$ cat src/ass_pkg.sv
// package: constants and types for the slot sequencer
// assumes: used with ass_slot_sequencer, one 25 MHz clock
package ass_pkg;
  localparam int SLOT_COUNT = 64;
  localparam int SLOT_W = 6;
  localparam int CHAN_W = 5;
  localparam int OP_W = 3;
  localparam int ENTRY_W = OP_W + CHAN_W + SLOT_W;
  // entry field positions
  localparam int DEST_LSB = 0;
  localparam int CHAN_LSB = SLOT_W;
  localparam int OP_LSB = SLOT_W + CHAN_W;
  localparam logic [SLOT_W-1:0] RESET_SLOT = 6'h00;
  localparam logic [SLOT_W-1:0] LAST_SLOT = 6'h3F;
  // calibration lasts this many adc clock periods
  localparam int TRIM_ADC_CLOCKS = 3840;
  localparam logic [11:0] TRIM_COUNT = 12'(TRIM_ADC_CLOCKS - 1);
  localparam logic [ENTRY_W-1:0] ENTRY_RESET = 14'h0000;
  typedef enum logic [OP_W-1:0] {
    ASS_IDLE_OP = 3'h0,
    ASS_CONVERT_OP = 3'h1,
    ASS_CONVERT_BRANCH_OP = 3'h2,
    ASS_TRIM_OP = 3'h3,
    ASS_TRIM_BRANCH_OP = 3'h4,
    ASS_BRANCH_OP = 3'h5,
    ASS_SLEEP_OP = 3'h6,
    ASS_HALT_OP = 3'h7
  } ass_op_t;
endpackage : ass_pkg

$ cat src/ass_slot_sequencer.sv
// file: slot table sequencer driving one adc
// assumes: adc macro gives one-cycle done pulses; adc_clk_en is one pulse per adc clock
`timescale 1ns/10ps
// Summary of operation
// - one table of 64 slots holds every procedure.
// - slots can hold calibration and powerdown as well as conversions.
// - adc converts channels in table order, looping with the sequence.
// - after reset execution starts at slot 0, the default procedure.
// - jump and trigger ports are always present but take effect only with more than one procedure.
// - convert_op converts its channel then steps to the next slot.
// - convert_branch_op converts then continues at its destination slot.
// - trim_op calibrates for 3840 adc clocks then steps on.
// - trim_branch_op calibrates then continues at its destination slot.
// - branch_op jumps straight to its destination without converting.
// - sleep_op powers down; no conversion until calibration runs again.
// - halt_op stops the sequencer until an outside trigger restarts it.
// - idle_op does nothing, uses a slot, steps to next.
// - slot_branch_req moves to slot_target_in after current slot finishes.
// - slot_complete marks the end of processing of the current slot.
// - in manual mode a one-cycle manual_step_pulse starts processing of the next slot.
// - automatic forwarding wraps from slot 63 to slot 0.
module ass_slot_sequencer #(
  parameter bit MULTI_PROC = 1'b1
) (
  input wire logic clock,
  input wire logic sys_rst,
  input wire logic tbl_wr_en,
  input wire logic [ass_pkg::SLOT_W-1:0] tbl_wr_addr,
  input wire logic [ass_pkg::ENTRY_W-1:0] tbl_wr_data,
  input wire logic adc_clk_en,
  input wire logic adc_conv_done,
  input wire logic slot_branch_req,
  input wire logic [ass_pkg::SLOT_W-1:0] slot_target_in,
  input wire logic manual_step_sel,
  input wire logic manual_step_pulse,
  output logic adc_convert,
  output logic [ass_pkg::CHAN_W-1:0] adc_channel,
  output logic adc_calibrate,
  output logic adc_powerdown,
  output logic slot_complete,
  output logic [ass_pkg::SLOT_W-1:0] slot_current,
  output logic sequencer_halted
);
  // ****************************************
  // slot table and decode
  // ****************************************
  typedef enum logic [2:0] {ASS_FETCH, ASS_WAIT_STEP, ASS_CONV, ASS_TRIM, ASS_STOPPED} ass_state_t;
  logic [ass_pkg::ENTRY_W-1:0] table_q [ass_pkg::SLOT_COUNT];
  ass_state_t state_q;
  logic [ass_pkg::SLOT_W-1:0] slot_q;
  logic [11:0] trim_cnt_q;
  logic slept_q;
  logic [ass_pkg::ENTRY_W-1:0] entry;
  ass_pkg::ass_op_t op;
  logic [ass_pkg::SLOT_W-1:0] dest;
  logic [ass_pkg::CHAN_W-1:0] chan;
  assign entry = table_q[slot_q];
  assign op = ass_pkg::ass_op_t'(entry[ass_pkg::OP_LSB +: ass_pkg::OP_W]);
  assign dest = entry[ass_pkg::DEST_LSB +: ass_pkg::SLOT_W];
  assign chan = entry[ass_pkg::CHAN_LSB +: ass_pkg::CHAN_W];
  // ports are ignored when one procedure is built
  wire jump_req = MULTI_PROC && slot_branch_req;
  wire manual = MULTI_PROC && manual_step_sel;
  wire step = MULTI_PROC && manual_step_pulse;
  wire is_branch = (op == ass_pkg::ASS_CONVERT_BRANCH_OP) || (op == ass_pkg::ASS_TRIM_BRANCH_OP) ||
                   (op == ass_pkg::ASS_BRANCH_OP);
  // next slot: outside jump wins, then the entry's branch, then step with wrap
  wire [ass_pkg::SLOT_W-1:0] seq_next = jump_req ? slot_target_in :
                                        is_branch ? dest :
                                        (slot_q + 6'h01);
  wire conv_fin = (state_q == ass_state_t'(ASS_CONV)) && adc_conv_done;
  wire trim_fin = (state_q == ass_state_t'(ASS_TRIM)) && adc_clk_en && (trim_cnt_q == ass_pkg::TRIM_COUNT);
  wire quick_op = (op == ass_pkg::ASS_IDLE_OP) || (op == ass_pkg::ASS_BRANCH_OP);
  // a convert after sleep is skipped until calibration
  wire conv_blocked = slept_q && ((op == ass_pkg::ASS_CONVERT_OP) || (op == ass_pkg::ASS_CONVERT_BRANCH_OP));
  wire fetch_fin = (state_q == ass_state_t'(ASS_FETCH)) && (quick_op || conv_blocked);
  wire slot_fin = conv_fin || trim_fin || fetch_fin;
  wire can_start = !manual || step;
  // ****************************************
  // table write port
  // ****************************************
  always_ff @(posedge clock) begin
    if (tbl_wr_en) begin
      table_q[tbl_wr_addr] <= tbl_wr_data;
    end
  end
  // ****************************************
  // sequencing state machine
  // ****************************************
  always_ff @(posedge clock) begin
    if (sys_rst) begin
      state_q <= ASS_FETCH;
      slot_q <= ass_pkg::RESET_SLOT;
      trim_cnt_q <= 12'h000;
      slept_q <= 1'b0;
    end else begin
      case (state_q)
        ASS_WAIT_STEP: begin
          if (jump_req) begin
            slot_q <= slot_target_in;
            state_q <= ASS_FETCH;
          end else if (can_start) begin
            state_q <= ASS_FETCH;
          end
        end
        ASS_FETCH: begin
          if (fetch_fin) begin
            slot_q <= seq_next;
            state_q <= manual ? ASS_WAIT_STEP : ASS_FETCH;
          end else begin
            case (op)
              ass_pkg::ASS_CONVERT_OP, ass_pkg::ASS_CONVERT_BRANCH_OP: state_q <= ASS_CONV;
              ass_pkg::ASS_TRIM_OP, ass_pkg::ASS_TRIM_BRANCH_OP: begin
                trim_cnt_q <= 12'h000;
                state_q <= ASS_TRIM;
              end
              ass_pkg::ASS_SLEEP_OP: begin
                slept_q <= 1'b1;
                state_q <= ASS_STOPPED;
              end
              ass_pkg::ASS_HALT_OP: state_q <= ASS_STOPPED;
              default: state_q <= ASS_FETCH;
            endcase
          end
        end
        ASS_CONV, ASS_TRIM: begin
          if (state_q == ASS_TRIM && adc_clk_en) begin
            trim_cnt_q <= trim_cnt_q + 12'h001;
          end
          if (trim_fin) begin
            slept_q <= 1'b0;
          end
          if (slot_fin) begin
            slot_q <= seq_next;
            state_q <= manual ? ASS_WAIT_STEP : ASS_FETCH;
          end
        end
        ASS_STOPPED: begin
          // only an outside jump restarts after halt or sleep
          if (jump_req) begin
            slot_q <= slot_target_in;
            state_q <= ASS_FETCH;
          end
        end
        default: state_q <= ASS_FETCH;
      endcase
    end
  end
  // ****************************************
  // registered outputs
  // ****************************************
  always_ff @(posedge clock) begin
    if (sys_rst) begin
      adc_convert <= 1'b0;
      adc_channel <= 5'h00;
      adc_calibrate <= 1'b0;
      adc_powerdown <= 1'b0;
      slot_complete <= 1'b0;
      slot_current <= ass_pkg::RESET_SLOT;
      sequencer_halted <= 1'b0;
    end else begin
      adc_convert <= (state_q == ASS_FETCH) && !conv_blocked &&
                     ((op == ass_pkg::ASS_CONVERT_OP) || (op == ass_pkg::ASS_CONVERT_BRANCH_OP));
      adc_channel <= chan;
      adc_calibrate <= (state_q == ASS_TRIM) && !trim_fin;
      adc_powerdown <= slept_q;
      slot_complete <= slot_fin;
      slot_current <= slot_q;
      sequencer_halted <= (state_q == ASS_STOPPED);
    end
  end
  // ****************************************
  // checks
  // ****************************************
  // ****************************************
  // helper for checks
  // ****************************************
  logic [11:0] trim_seen_q;
  always_ff @(posedge clock) begin
    if (sys_rst || state_q != ASS_TRIM) begin
      trim_seen_q <= 12'h000;
    end else if (adc_clk_en) begin
      trim_seen_q <= trim_seen_q + 12'h001;
    end
  end
  property done_follows_p;
    @(posedge clock) disable iff (sys_rst) slot_fin |=> slot_complete;
  endproperty
  slot_done_a: assert property (done_follows_p) else $error("slot_complete missing");
  reset_slot_a: assert property (@(posedge clock) $fell(sys_rst) |-> slot_q == ass_pkg::RESET_SLOT)
    else $error("not at slot 0 after reset");
  wrap_slot_a: assert property (@(posedge clock) disable iff (sys_rst)
    (slot_fin && !jump_req && !is_branch && slot_q == ass_pkg::LAST_SLOT) |=> slot_q == ass_pkg::RESET_SLOT)
    else $error("no wrap to slot 0");
  branch_load_a: assert property (@(posedge clock) disable iff (sys_rst)
    (slot_fin && !jump_req && is_branch) |=> slot_q == $past(dest))
    else $error("branch destination not loaded");
  jump_load_a: assert property (@(posedge clock) disable iff (sys_rst)
    (slot_fin && jump_req) |=> slot_q == $past(slot_target_in))
    else $error("outside jump not taken");
  halt_hold_a: assert property (@(posedge clock) disable iff (sys_rst)
    (state_q == ASS_STOPPED && !jump_req) |=> state_q == ASS_STOPPED)
    else $error("halt left without trigger");
  sleep_conv_a: assert property (@(posedge clock) disable iff (sys_rst)
    slept_q |=> !adc_convert) else $error("convert after sleep");
  manual_wait_a: assert property (@(posedge clock) disable iff (sys_rst)
    (state_q == ASS_WAIT_STEP && manual && !step && !jump_req) |=> state_q == ASS_WAIT_STEP)
    else $error("manual step without pulse");
  trim_len_a: assert property (@(posedge clock) disable iff (sys_rst)
    (state_q == ASS_TRIM && adc_clk_en) |-> (trim_fin == (trim_seen_q == ass_pkg::TRIM_COUNT)))
    else $error("trim length wrong");
  trim_hold_a: assert property (@(posedge clock) disable iff (sys_rst)
    (state_q == ASS_TRIM && !trim_fin) |=> state_q == ASS_TRIM)
    else $error("trim left early");
  calib_out_a: assert property (@(posedge clock) disable iff (sys_rst)
    (state_q == ASS_TRIM && !trim_fin) |=> adc_calibrate)
    else $error("calibrate not shown");
  conv_pulse_a: assert property (@(posedge clock) disable iff (sys_rst) adc_convert |=> !adc_convert)
    else $error("convert pulse too long");
  halted_out_a: assert property (@(posedge clock) disable iff (sys_rst)
    (state_q == ASS_STOPPED) |=> sequencer_halted) else $error("halt not shown");
  step_go_a: assert property (@(posedge clock) disable iff (sys_rst)
    (state_q == ASS_WAIT_STEP && step && !jump_req) |=> state_q == ASS_FETCH)
    else $error("step pulse ignored");
endmodule : ass_slot_sequencer

$ cat config.mk
export PLATFORM = sky130hd
export DESIGN_NAME = ass_slot_sequencer
export DESIGN_NICKNAME = d
export VERILOG_FILES = /design/src/ass_pkg.sv /design/src/ass_slot_sequencer.sv
export SDC_FILE = /design/constraint.sdc
export NUM_CORES = 1
export LEC_CHECK = 0
export ABC_AREA = 1
export ABC_CLOCK_PERIOD_IN_PS = 3900
export BUFFER_PORTS_ARGS = -buffer_cell sky130_fd_sc_hd__clkbuf_2
export CAP_MARGIN = 25
export CORE_MARGIN = 8
export CORE_UTILIZATION = 63
export CTS_BUF_LIST = sky130_fd_sc_hd__clkbuf_16
export DETAILED_ROUTE_END_ITERATION = 10
export PLACE_DENSITY_LB_ADDON = 0.05
export SKIP_LAST_GASP = 1
export SLEW_MARGIN = 20
export SYNTH_ARGS = -nofsm -noshare
export SYNTH_HDL_FRONTEND = slang
export SYNTH_SLANG_ARGS = --single-unit
$ cat constraint.sdc
create_clock -name clock -period 3.9 [get_ports clock]
set_clock_uncertainty 0.05 [all_clocks]
set_input_delay 0.39 -clock clock [delete_from_list [all_inputs] [get_ports clock]]
set_output_delay 0.39 -clock clock [all_outputs]
set_load 0.02 [all_outputs]
==> flow_summary.ini <==
[timing]
slew_violations = 0
setup_viol = 0
finalCritPeriodShare_pct = 87.5
hold_ws_ps = 76.6
fmax_mhz = 293
hold_viol_final = 0
rsz0062_at_grt = no
period_minus_slack_ps = 3410
worst_pin_slew_ps = 1090
max_slew_margin_pct = 27.1
setup_tns_ps = 0

[place]
dpl.hpwl_um = 58200
portBuffers = 49
gp_congestion = 0.900
post-place-cells = 3690

[cts]
numCtsBuffers = 91
clk_pin_slew_worst_paths_ps = 60
htreeDepth = 3
clkSinkCount = 940
clk_latency_ps = 640
post_cts_buffers = 0
cts_tree = done
ctsLongestPathBuffers = 3
post_cts_resized = 0
cts_hold_buf = 0
cts_root_buf = clkbuf_16

[final_layout]
drive_above_1_share_pct = 10.9
fill_cells = 4000
fin_util_pct = 70.7
register_area_um2 = 27800
final_nets = 3048
multiInputGateArea_um2 = 8550
area_growth_pct = 11.3
stdcell_count = 3854

[routing]
dr.pass1.iters = 6
num_vias = 25355
drtAntennaViolNets = 0
drt_iter0_drc = 3114
post_drt_wl_per_cell_um = 26.4
wirelength_um = 102000
drc = 0
viasPerCell = 6.58

[synthesis]
netlist_top_cells_count = edfxtp_1, nor2_1, o21ai_0
netlist_area_um2 = 37400
synth.most_common_cell = edfxtp_1
postSynthNetCount = 2975
synth_top_area_cell = edfxtp_1
synth-edff-count = 896
syn_area_per_cell_um2 = 12.7
ys_ff_latch = 940
yosys.area.top_type_share_pct = 71.9
synthFlopType = edfxtp_1
ys_async_sr_fraction_pct = 0
synth.distinct_cells = 38
yosysSeqAreaShare_pct = 74.2
netlist_top_cells_area = edfxtp_1, o21ai_0, nor2_1
postSynthCellCount = 2939
yosysWarningCount = 0

[floorplanning]
coreArea_um2 = 58900
die_height_um = 260
die_width_um = 260
fp.dieArea_um2 = 67500
io_pins = 50
start_util_pct = 63.6
row_count = 89

[hold_path]
hp-class = in -> reg

[outcome]
status = completed

[global_routing]
use_met2_pct = 46.6
grt_pass1_wl_um = 151000
grt_busiest_layer = met2
first_global_vias = 24311
grt_use_total_pct = 29.6
grt_overflow = 0
antenna_found_initial = 1
grt_use_met1_pct = 40.4
grt_max_degree = 126
met3_usage_pct = 5.78

[critical_path]
crit_fanout = 89
critPathKind = reg -> reg
required_ps = 4400
crit_path_end_kind = flip-flop
rrSetupSlack_ps = 490
start_kind = flip-flop
arrival_ps = 3910

[power_and_ir_drop]
fin_total_pwr_mw = 27.3
power.leakage_nw = 14.0
irDropWorstVdd_v = 0.000831
p_per_area_nw_per_um2 = 656

[flow_run]
maxCapViolCount = 0
==> final timing paths <==
| kind | from | to | cells after the start |
|---|---|---|---|
| setup reg to reg | flip-flop | flip-flop | 20 |
| hold reg to reg | trim_cnt_q[11] | trim_cnt_q[11] | 2 |
| hold / removal | manual_step_sel | state_q[0] | 5 |
| setup / recovery | flip-flop | flip-flop | 20 |
==> kinds of logic (layout without fill, tap and decap cells) <==
kind of cell,count (synthesis),in the layout,share of synthesized area [%]
and+or+nand+nor,1126,1126,12.6
buffers and inverters,258,399,3.08
xor gates and xnor gates,6,6,0.140
other,0,1,0
adders and majority gates,2,2,0.0668
DFF,940,940,74.2
AOI/OAI and AO/OA,607,607,9.89
==> metrics by stage <==
stage | setup WS, ps | cell area, µm²
floorplan | 1100 | 37400
global placement | 585 | 38900
detailed placement | 559 | 38900
CTS | 537 | 41600
global route | 142 | 41700
finish | 488 | 41700
==> report_power, final <==
group,switching [mW],internal [mW],total (mW)
logic,5.68,2.20,7.88
registers,0.130,11.2,11.4
clock network,3.61,4.46,8.07
==> cells in the final DEF, fill, tap and decap left out, types with 6 or more instances in the layout <==
cell type	n
clkinv_1	34
clkbuf_16	92
inv_2	7
nand2_2	7
edfxtp_1	896
nor4_2	8
inv_1	58
nand3_1	296
nand4_1	11
dfxtp_1	40
buf_4	115
o21ai_0	371
clkinv_2	17
buf_12	14
a21oi_2	6
a21oi_1	28
o221ai_1	142
a31oi_1	10
clkbuf_2	49
nor2_1	469
nor3_1	8
o22ai_1	30
nand2_1	315
==> flip-flops by register name, summed over array words and instances, names as in the netlist, 3 cells and up, named ones only <==
name / flops
slot_q: 6
state_q: 3
trim_cnt_q: 12
adc_channel: 5
table_q: 896
slot_current: 6
==> worst max-delay path, cell delays in order (launching register included) <==
cell      delay, ps
dfxtp_4         420
inv_8           450
buf_4           370
nand2_1          90
nand3_1          70
nand3_1          90
nand2_1          90
nand2_1          50
nand3_1         170
nand3_1         170
nand2_2         150
inv_2            70
nand2_2          90
nand2_1          60
nand2_1          80
nand2_1          70
nand2_2          80
nand3_2         290
nand3b_1        210
nand2_1          80
nor2_1          110
==> layout make-up <==
class / count / area share (%)
sequential: 940 / 66.7
multi-input combinational: 1741 / 20.5
clock buffer: 92 / 5.53
timing repair buffer: 179 / 3.40
tap: 773 / 2.32
clock inverter: 69 / 0.943
inverter: 59 / 0.568
antenna: 1 / 0.00601
==> metal layers <==
layer | share of wire [%] | vias up | wire [µm]
met4 | 4.1 | 0 | 4190
met3 | 10 | 221 | 10400
li1 | - | 11057 | -
met2 | 47 | 1514 | 48000
met5 | 0 | - | 0
met1 | 38 | 12563 | 39000
Note: power is estimated with default switching activity, not from simulation.
